[config.mk]
export PLATFORM = sky130hd
export DESIGN_NAME = lai_core
export DESIGN_NICKNAME = d
export VERILOG_FILES = /design/src/rtl/lai_pkg.sv /design/src/rtl/lai_alu.sv /design/src/rtl/lai_core.sv
export SDC_FILE = /design/constraint.sdc
export NUM_CORES = 1
export LEC_CHECK = 0
export BUFFER_PORTS_ARGS = -buffer_cell sky130_fd_sc_hd__buf_2
export CORE_ASPECT_RATIO = 1.4
export CORE_MARGIN = 2
export CORE_UTILIZATION = 45
export DETAILED_ROUTE_END_ITERATION = 12
export PLACE_DENSITY = 0.7
export SLEW_MARGIN = 20
export SYNTH_ARGS = -nofsm -noshare
export SYNTH_HDL_FRONTEND = slang
export SYNTH_SLANG_ARGS = --single-unit
[constraint.sdc]
create_clock -name i_ref_clk -period 4.9 [get_ports i_ref_clk]
set_clock_uncertainty 0.2 [all_clocks]
set_input_delay 0.245 -clock i_ref_clk [delete_from_list [all_inputs] [get_ports i_ref_clk]]
set_output_delay 0.245 -clock i_ref_clk [all_outputs]
set_load 0.02 [all_outputs]
[src/rtl/lai_pkg.sv]
// Package: constants for the literal ALU execute slice
package lai_pkg;
    localparam int unsigned OSC_PER_CYCLE    = 4;
    localparam logic [1:0]  PHASE_LAST       = 2'(OSC_PER_CYCLE - 1);
    localparam logic [5:0]  OPC_ADD_LIT_MASK = 6'h3e;
    localparam logic [5:0]  OPC_ADD_LIT      = 6'h3e;
    localparam logic [5:0]  OPC_AND_LIT      = 6'h39;
    localparam logic [5:0]  OPC_MOVE_FILE    = 6'h08;
    localparam logic [5:0]  OPC_GOTO_MASK    = 6'h30;
    localparam logic [5:0]  OPC_GOTO_CALL    = 6'h20;
    localparam int unsigned DEST_BIT         = 7;
    localparam logic [6:0]  ADDR_TIMER_ZERO  = 7'h01;
    localparam logic [6:0]  ADDR_SECOND_IO   = 7'h06;
    localparam logic [7:0]  ACC_RESET        = 8'h00;
    localparam logic [12:0] IAC_RESET        = 13'h0000;

    typedef enum logic [1:0] {LAI_EXEC, LAI_IDLE} lai_state_e;

    typedef struct packed {
        logic [7:0] result;
        logic       carry;
        logic       nibble_carry;
        logic       zero;
    } lai_alu_s;
endpackage

[src/rtl/lai_alu.sv]
// Combinational 8-bit add/and unit with flag outputs
module lai_alu
    import lai_pkg::*;
(
    input  wire logic [7:0] i_a,
    input  wire logic [7:0] i_b,
    input  wire logic       i_sel_and,
    output logic      [7:0] o_result,
    output logic            o_carry,
    output logic            o_nibble_carry,
    output logic            o_zero
);
    logic [8:0] sum;
    logic [4:0] low_sum;

    always_comb
    begin
        sum            = {1'b0, i_a} + {1'b0, i_b};
        low_sum        = {1'b0, i_a[3:0]} + {1'b0, i_b[3:0]};
        o_result       = i_sel_and ? (i_a & i_b) : sum[7:0];
        o_carry        = sum[8];
        o_nibble_carry = low_sum[4];
        o_zero         = (o_result == 8'h00);
    end
endmodule

[src/rtl/lai_core.sv]
// Execute slice: literal add/and, file move, timer-zero and two-cycle handling
// Overview of operation
// - Read-modify-write of an I/O port sources the sensed pin levels; here only the port at ADDR_SECOND_IO does.
// - Writing timer-zero count clears prescaler when assigned to timer zero.
// - Counter-changing or skip-taken instructions take two cycles, second idle.
// - Add-literal adds low byte to accumulator, updates carry, nibble carry, zero.
// - And-literal ANDs low byte with accumulator, updates zero only.
// - Destination bit zero writes accumulator, one writes file register.
// - Each instruction cycle spans four oscillator periods.
module lai_core
    import lai_pkg::*;
(
    input  wire logic        i_ref_clk,
    input  wire logic        i_reset,
    input  wire logic [13:0] i_instr,
    input  wire logic        i_skip_taken,
    input  wire logic [7:0]  i_port_pins,
    input  wire logic [7:0]  i_file_rdata,
    input  wire logic        i_prescaler_to_timer,
    output logic      [7:0]  o_accumulator,
    output logic             o_carry_flag,
    output logic             o_nibble_carry_flag,
    output logic             o_zero_flag,
    output logic      [12:0] o_instruction_address_counter,
    output logic             o_fetch,
    output logic             o_idle_cycle,
    output logic      [6:0]  o_file_addr,
    output logic      [7:0]  o_file_wdata,
    output logic             o_file_we,
    output logic             o_prescaler_clear
);
    logic [7:0]  pins_meta;
    logic [7:0]  pins_sync;
    logic [1:0]  phase;
    lai_state_e  state;
    logic [7:0]  acc;
    logic        c_flag;
    logic        nc_flag;
    logic        z_flag;
    logic [12:0] iac;
    logic        fetch;
    logic        idle_q;
    logic        jump_q;
    logic [6:0]  faddr;
    logic [7:0]  fwdata;
    logic        fwe;
    logic        psc_clr;

    logic [1:0]  next_phase;
    lai_state_e  next_state;
    logic [7:0]  next_acc;
    logic        next_c_flag;
    logic        next_nc_flag;
    logic        next_z_flag;
    logic [12:0] next_iac;
    logic        next_fetch;
    logic        next_idle_q;
    logic        next_jump_q;
    logic [6:0]  next_faddr;
    logic [7:0]  next_fwdata;
    logic        next_fwe;
    logic        next_psc_clr;

    logic [5:0]  opc;
    logic [7:0]  literal;
    logic [6:0]  fsel;
    logic        dest;
    logic [7:0]  alu_b;
    logic        alu_and;
    logic [7:0]  alu_res;
    logic        alu_c;
    logic        alu_nc;
    logic        alu_z;

    assign opc     = i_instr[13:8];
    assign literal = i_instr[7:0];
    assign fsel    = i_instr[6:0];
    assign dest    = i_instr[DEST_BIT];
    assign alu_and = (opc == OPC_AND_LIT);

    // Pins are asynchronous to the core clock
    always_ff @(posedge i_ref_clk)
    begin
        pins_meta <= i_port_pins;
        pins_sync <= pins_meta;
    end

    always_comb
    begin
        // Port reads take pin levels, not the output latch
        if (fsel == ADDR_SECOND_IO)
            alu_b = pins_sync;
        else
            alu_b = i_file_rdata;
    end

    lai_alu u_alu (
        .i_a            (acc),
        .i_b            (literal),
        .i_sel_and      (alu_and),
        .o_result       (alu_res),
        .o_carry        (alu_c),
        .o_nibble_carry (alu_nc),
        .o_zero         (alu_z)
    );

    always_comb
    begin
        next_phase   = (phase == PHASE_LAST) ? 2'h0 : phase + 2'h1;
        next_state   = state;
        next_acc     = acc;
        next_c_flag  = c_flag;
        next_nc_flag = nc_flag;
        next_z_flag  = z_flag;
        next_iac     = iac;
        next_fetch   = 1'b0;
        next_idle_q  = idle_q;
        next_jump_q  = jump_q;
        next_faddr   = fsel;
        next_fwdata  = fwdata;
        next_fwe     = 1'b0;
        next_psc_clr = 1'b0;
        if (phase == PHASE_LAST)
        begin
            next_fetch  = 1'b1;
            next_idle_q = 1'b0;
            next_iac    = iac + 13'h0001;
            unique case (state)
                LAI_EXEC:
                begin
                    if ((opc & OPC_ADD_LIT_MASK) == OPC_ADD_LIT)
                    begin
                        next_acc     = alu_res;
                        next_c_flag  = alu_c;
                        next_nc_flag = alu_nc;
                        next_z_flag  = alu_z;
                    end
                    else if (alu_and)
                    begin
                        next_acc    = alu_res;
                        next_z_flag = alu_z;
                    end
                    else if (opc == OPC_MOVE_FILE)
                    begin
                        next_z_flag = (alu_b == 8'h00);
                        if (dest)
                        begin
                            next_fwdata = alu_b;
                            next_fwe    = 1'b1;
                            // Only a real write to the counter resets the prescaler
                            next_psc_clr = (fsel == ADDR_TIMER_ZERO)
                                           && i_prescaler_to_timer;
                        end
                        else
                        begin
                            next_acc = alu_b;
                        end
                    end
                    if ((opc & OPC_GOTO_MASK) == OPC_GOTO_CALL)
                    begin
                        next_iac    = i_instr[12:0];
                        next_state  = LAI_IDLE;
                        next_idle_q = 1'b1;
                        next_jump_q = 1'b1;
                    end
                    else if (i_skip_taken)
                    begin
                        next_state  = LAI_IDLE;
                        next_idle_q = 1'b1;
                    end
                end
                LAI_IDLE:
                begin
                    // Word shown now is ignored; a jump target is held so it runs next
                    if (jump_q)
                        next_iac = iac;
                    next_jump_q = 1'b0;
                    next_state  = LAI_EXEC;
                end
                default:
                begin
                    next_state = LAI_EXEC;
                end
            endcase
        end
    end

    always_ff @(posedge i_ref_clk)
    begin
        if (i_reset)
        begin
            phase   <= 2'h0;
            state   <= LAI_EXEC;
            acc     <= ACC_RESET;
            c_flag  <= 1'b0;
            nc_flag <= 1'b0;
            z_flag  <= 1'b0;
            iac     <= IAC_RESET;
            fetch   <= 1'b0;
            idle_q  <= 1'b0;
            jump_q  <= 1'b0;
            faddr   <= 7'h00;
            fwdata  <= 8'h00;
            fwe     <= 1'b0;
            psc_clr <= 1'b0;
        end
        else
        begin
            phase   <= next_phase;
            state   <= next_state;
            acc     <= next_acc;
            c_flag  <= next_c_flag;
            nc_flag <= next_nc_flag;
            z_flag  <= next_z_flag;
            iac     <= next_iac;
            fetch   <= next_fetch;
            idle_q  <= next_idle_q;
            jump_q  <= next_jump_q;
            faddr   <= next_faddr;
            fwdata  <= next_fwdata;
            fwe     <= next_fwe;
            psc_clr <= next_psc_clr;
        end
    end

    assign o_accumulator                 = acc;
    assign o_carry_flag                  = c_flag;
    assign o_nibble_carry_flag           = nc_flag;
    assign o_zero_flag                   = z_flag;
    assign o_instruction_address_counter = iac;
    assign o_fetch                       = fetch;
    assign o_idle_cycle                  = idle_q;
    assign o_file_addr                   = faddr;
    assign o_file_wdata                  = fwdata;
    assign o_file_we                     = fwe;
    assign o_prescaler_clear             = psc_clr;
endmodule

==> results.py <==
metrics = {
    "timing": {
        "setup_violations": 0,
        "tns_ps": 0,
        "tightest_slew_ps": 974,
        "hold_violations": 0,
        "fin_crit_ps": 3000,
        "fin_crit_sh_pct": 61.3,
        "fmax_mhz": 333,
        "rsz0062_at_grt": "no",
        "drv_slew": 0,
        "max_slew_margin_pct": 34.8,
    },
    "worst_hold_path": {
        "whs_endpoint": "o_prescaler_clear",
        "min_from": "i_instr[7]",
        "hold_class": "in -> reg",
        "hold_path_depth": 3,
    },
    "cells_and_area": {
        "antenna_cells": 0,
        "drive_above_1_share_pct": 24.8,
        "area_delta_synth_final_pct": 25.4,
        "nets": 460,
        "fin_area_um2": 3660,
        "final_cells": 492,
        "nFillCells": 590,
    },
    "setup_path": {
        "cp.required_ps": 4890,
        "crit_path_max_incr_delay_ps": 750,
        "cp.depth": 8,
        "cp.arrival_ps": 2990,
        "cp-end-kind": "flop",
        "worst-setup-path-type": "in -> reg",
        "critPathMaxFanout": 10,
        "crit_chain": "dlygate4sd3_1, buf_2, or4_4, nor3_2, mux2i_1, nor2_1, a221oi_1, a211oi_2",
        "r2r-end": "o_file_wdata[3]",
        "crit_path_start_kind": "input pin",
        "r2r_slack_ps": 2040,
        "cp_num_buf_inv": 2,
        "cp_slowest_cell": "nor3_2",
        "reg2reg_from": "phase[0]",
        "critPathTopFamily": "simple AND/OR/NAND/NOR gates",
        "r2r_cells": 6,
    },
    "pwr": {
        "leakage_uw": 0.00152,
        "p_comb_share_pct": 10.1,
        "p_per_area_nw_per_um2": 295,
        "p_total_uw": 1080,
        "p_sw_share_pct": 25.3,
        "p_int_uw": 807,
        "ir_worst_vdd_mv": 0.220,
        "pwr-share-seq_pct": 49.7,
        "clockPowerShare_pct": 40.2,
        "power.switching_uw": 273,
    },
    "floorplan": {
        "io_pins": 77,
        "die_w_um": 72.1,
        "die_area_um2": 7160,
        "coreArea_um2": 6250,
        "initial_utilization_pct": 46.7,
        "rows": 34,
        "die_height_um": 99.3,
    },
    "clock_tree": {
        "clk_latency_ps": 340,
        "cts_sinks": 63,
        "postCtsResizedCells": 0,
        "root_buffer": "clkbuf_8",
        "cts_buffers": 9,
        "h-tree-depth": 3,
        "cts.reportedPaths.clkPinSlew_ps": 70,
        "cts_buffer_depth": 2,
        "cts_tree": "done",
    },
    "global_routing": {
        "grt_pass1_wl_um": 12100,
        "overflow": 0,
        "antenna_found_initial": 0,
        "track_usage_pct": 22.0,
        "grt_pass1_vias": 2646,
        "grt_max_degree": 46,
    },
    "detailed_routing": {
        "first_iter_violations": 123,
        "drc": 0,
        "ant_nets": 0,
        "dr_total_vias": 2783,
        "wire_per_inst_um": 15.6,
        "drt-total-wl_um": 7690,
        "via_per_inst": 5.66,
        "first_pass_iters": 5,
    },
    "logic_synthesis": {
        "ys_seq_area_share_pct": 43.2,
        "syn_area_um2": 2920,
        "synth-seq-cells": 63,
        "async_flop_share_pct": 0,
        "synth.distinct_cells": 53,
        "synthesis.nets": 373,
        "synth_flop_cell": "dfxtp_1",
        "synth_xor_area_share_pct": 2.10,
        "yosys_warnings": 0,
        "synth_edf_count": 0,
        "synth_top_family_by_area": "simple AND/OR/NAND/NOR gates",
        "postSynthCellCount": 328,
        "synth_adder_area_share_pct": 4.97,
        "synth-simple-area-share_pct": 23.8,
        "syn_avg_cell_area_um2": 8.91,
        "synth-compound-area-share_pct": 20.0,
        "muxShareOfSynthArea_pct": 3.08,
    },
    "place": {
        "dpl-instance-area_um2": 3320,
        "dpl.hpwl_um": 5720,
        "gp_congestion": 0.944,
        "placed_cells": 461,
        "port_buffers": 76,
    },
    "outcome": {
        "status": "finished clean",
    },
    "run": {
        "maxCapViolCount": 0,
    },
}
## sequential cells by signal, summed over array words and instances, names as in the netlist, 2 cells and up
| register | count |
|---|---|
| o_accumulator | 8 |
| o_file_addr | 7 |
| o_file_wdata | 8 |
| o_instruction_address_counter | 13 |
| phase | 2 |
| pins_meta | 8 |
| pins_sync | 8 |
## power groups by stage
stage               logic [µW]  clock network [µW]  registers (µW)
global route               120                 469             538
CTS                        109                 449             537
global placement          98.3                   0             548
floorplan                 53.8                   0             555
finish                     109                 434             537
detailed placement        99.1                   0             549
## worst reg2reg max path: cells and delay by family (launching register included)
kind                     cells  cell delay, ps
flip-flops                   1             350
AO/OA/AOI/OAI                1             340
adder cells (fa/ha/maj)      1             320
AND/OR/NAND/NOR              4            1530
## routing by layer
metal  vias up  track usage, %  part of all wire, %
met2       102            38.9                   52
met5         -               0                    0
li1       1371               -                    -
met1      1300            24.1                   40
met3        10            5.17                  5.7
met4         0            10.6                  1.9
## Yosys cell counts, types with 6 or more instances
library cell | n | area (µm²)
and2_1 | 7 | 43.8
ha_1 | 10 | 125
dfxtp_1 | 63 | 1260
nand3_1 | 9 | 45.0
nor4_1 | 8 | 50.1
a21oi_1 | 21 | 105
clkbuf_1 | 9 | 33.8
xor2_1 | 6 | 52.6
nor2b_1 | 10 | 62.6
and3_1 | 7 | 43.8
mux2i_1 | 9 | 90.1
nor3_1 | 7 | 35.0
o21ai_0 | 14 | 70.1
nand2_1 | 33 | 124
a211oi_1 | 12 | 90.1
nor2_1 | 39 | 146
## area by class of cell
cell class                 instances  area (µm²)  area share [%]
inverter                           2        7.51           0.205
clock inverter                     6        61.3            1.67
tap                               72        90.1            2.46
clock buffer                      10         128            3.48
timing repair buffer              92         538            14.7
multi-input combinational        247        1580            43.0
sequential                        63        1260            34.4
## cell families (layout without fill, tap and decap cells)
group	after synthesis	after routing
buffers and inverters	18	110
adder cells (fa/ha/maj)	11	11
AND/OR/NAND/NOR	137	137
AO/OA/AOI/OAI	83	83
flip-flops	63	63
multiplexers	9	9
XOR/XNOR	7	7
## timing repair
action | 4_1_cts | 5_1_grt
endpoints found under the hold margin | 15 | 0
hold buffers | 15 | 0
buffers inserted | 0 | 0
## how the worst max path moves through the flow
stage                           startpoint               end  slack [ps]
final                           i_instr[4]  o_accumulator[2]        1900
after global routing            i_instr[3]  o_accumulator[0]        1720
after CTS                       i_instr[3]  o_accumulator[2]        1900
after detailed placement        i_instr[3]  o_accumulator[2]        2080
after global placement            phase[0]   o_file_wdata[6]        2100
after floorplan           o_accumulator[0]       o_zero_flag        2350
## layout by cell type (no fill, tap or decap), types with 3 or more instances in the layout
cell type,count
nand3_1,9
nand2_1,33
clkbuf_8,9
a21oi_1,21
clkinv_2,3
a221oi_1,3
nor2_1,39
buf_2,76
o21ai_0,14
a21o_1,4
xor2_1,6
nor4_1,8
dlygate4sd3_1,15
a211oi_1,12
nor3_1,7
nand2b_1,3
mux2i_1,9
a311oi_2,4
a22oi_1,5
dfxtp_1,63
and2_1,7
ha_1,10
nor2b_1,10
and3_1,7
## metrics by stage
stage / hold WS [ps] / util, % / setup slack [ps]
detailed placement: 114 / 53.1 / 2080
finish: 48.8 / 58.6 / 1900
global route: 43.3 / 58.6 / 1720
floorplan: 72.7 / - / 2350
global placement: 111 / 53.1 / 2100
CTS: 21.4 / 58.6 / 1900
Power figures use the tool's default switching activity.
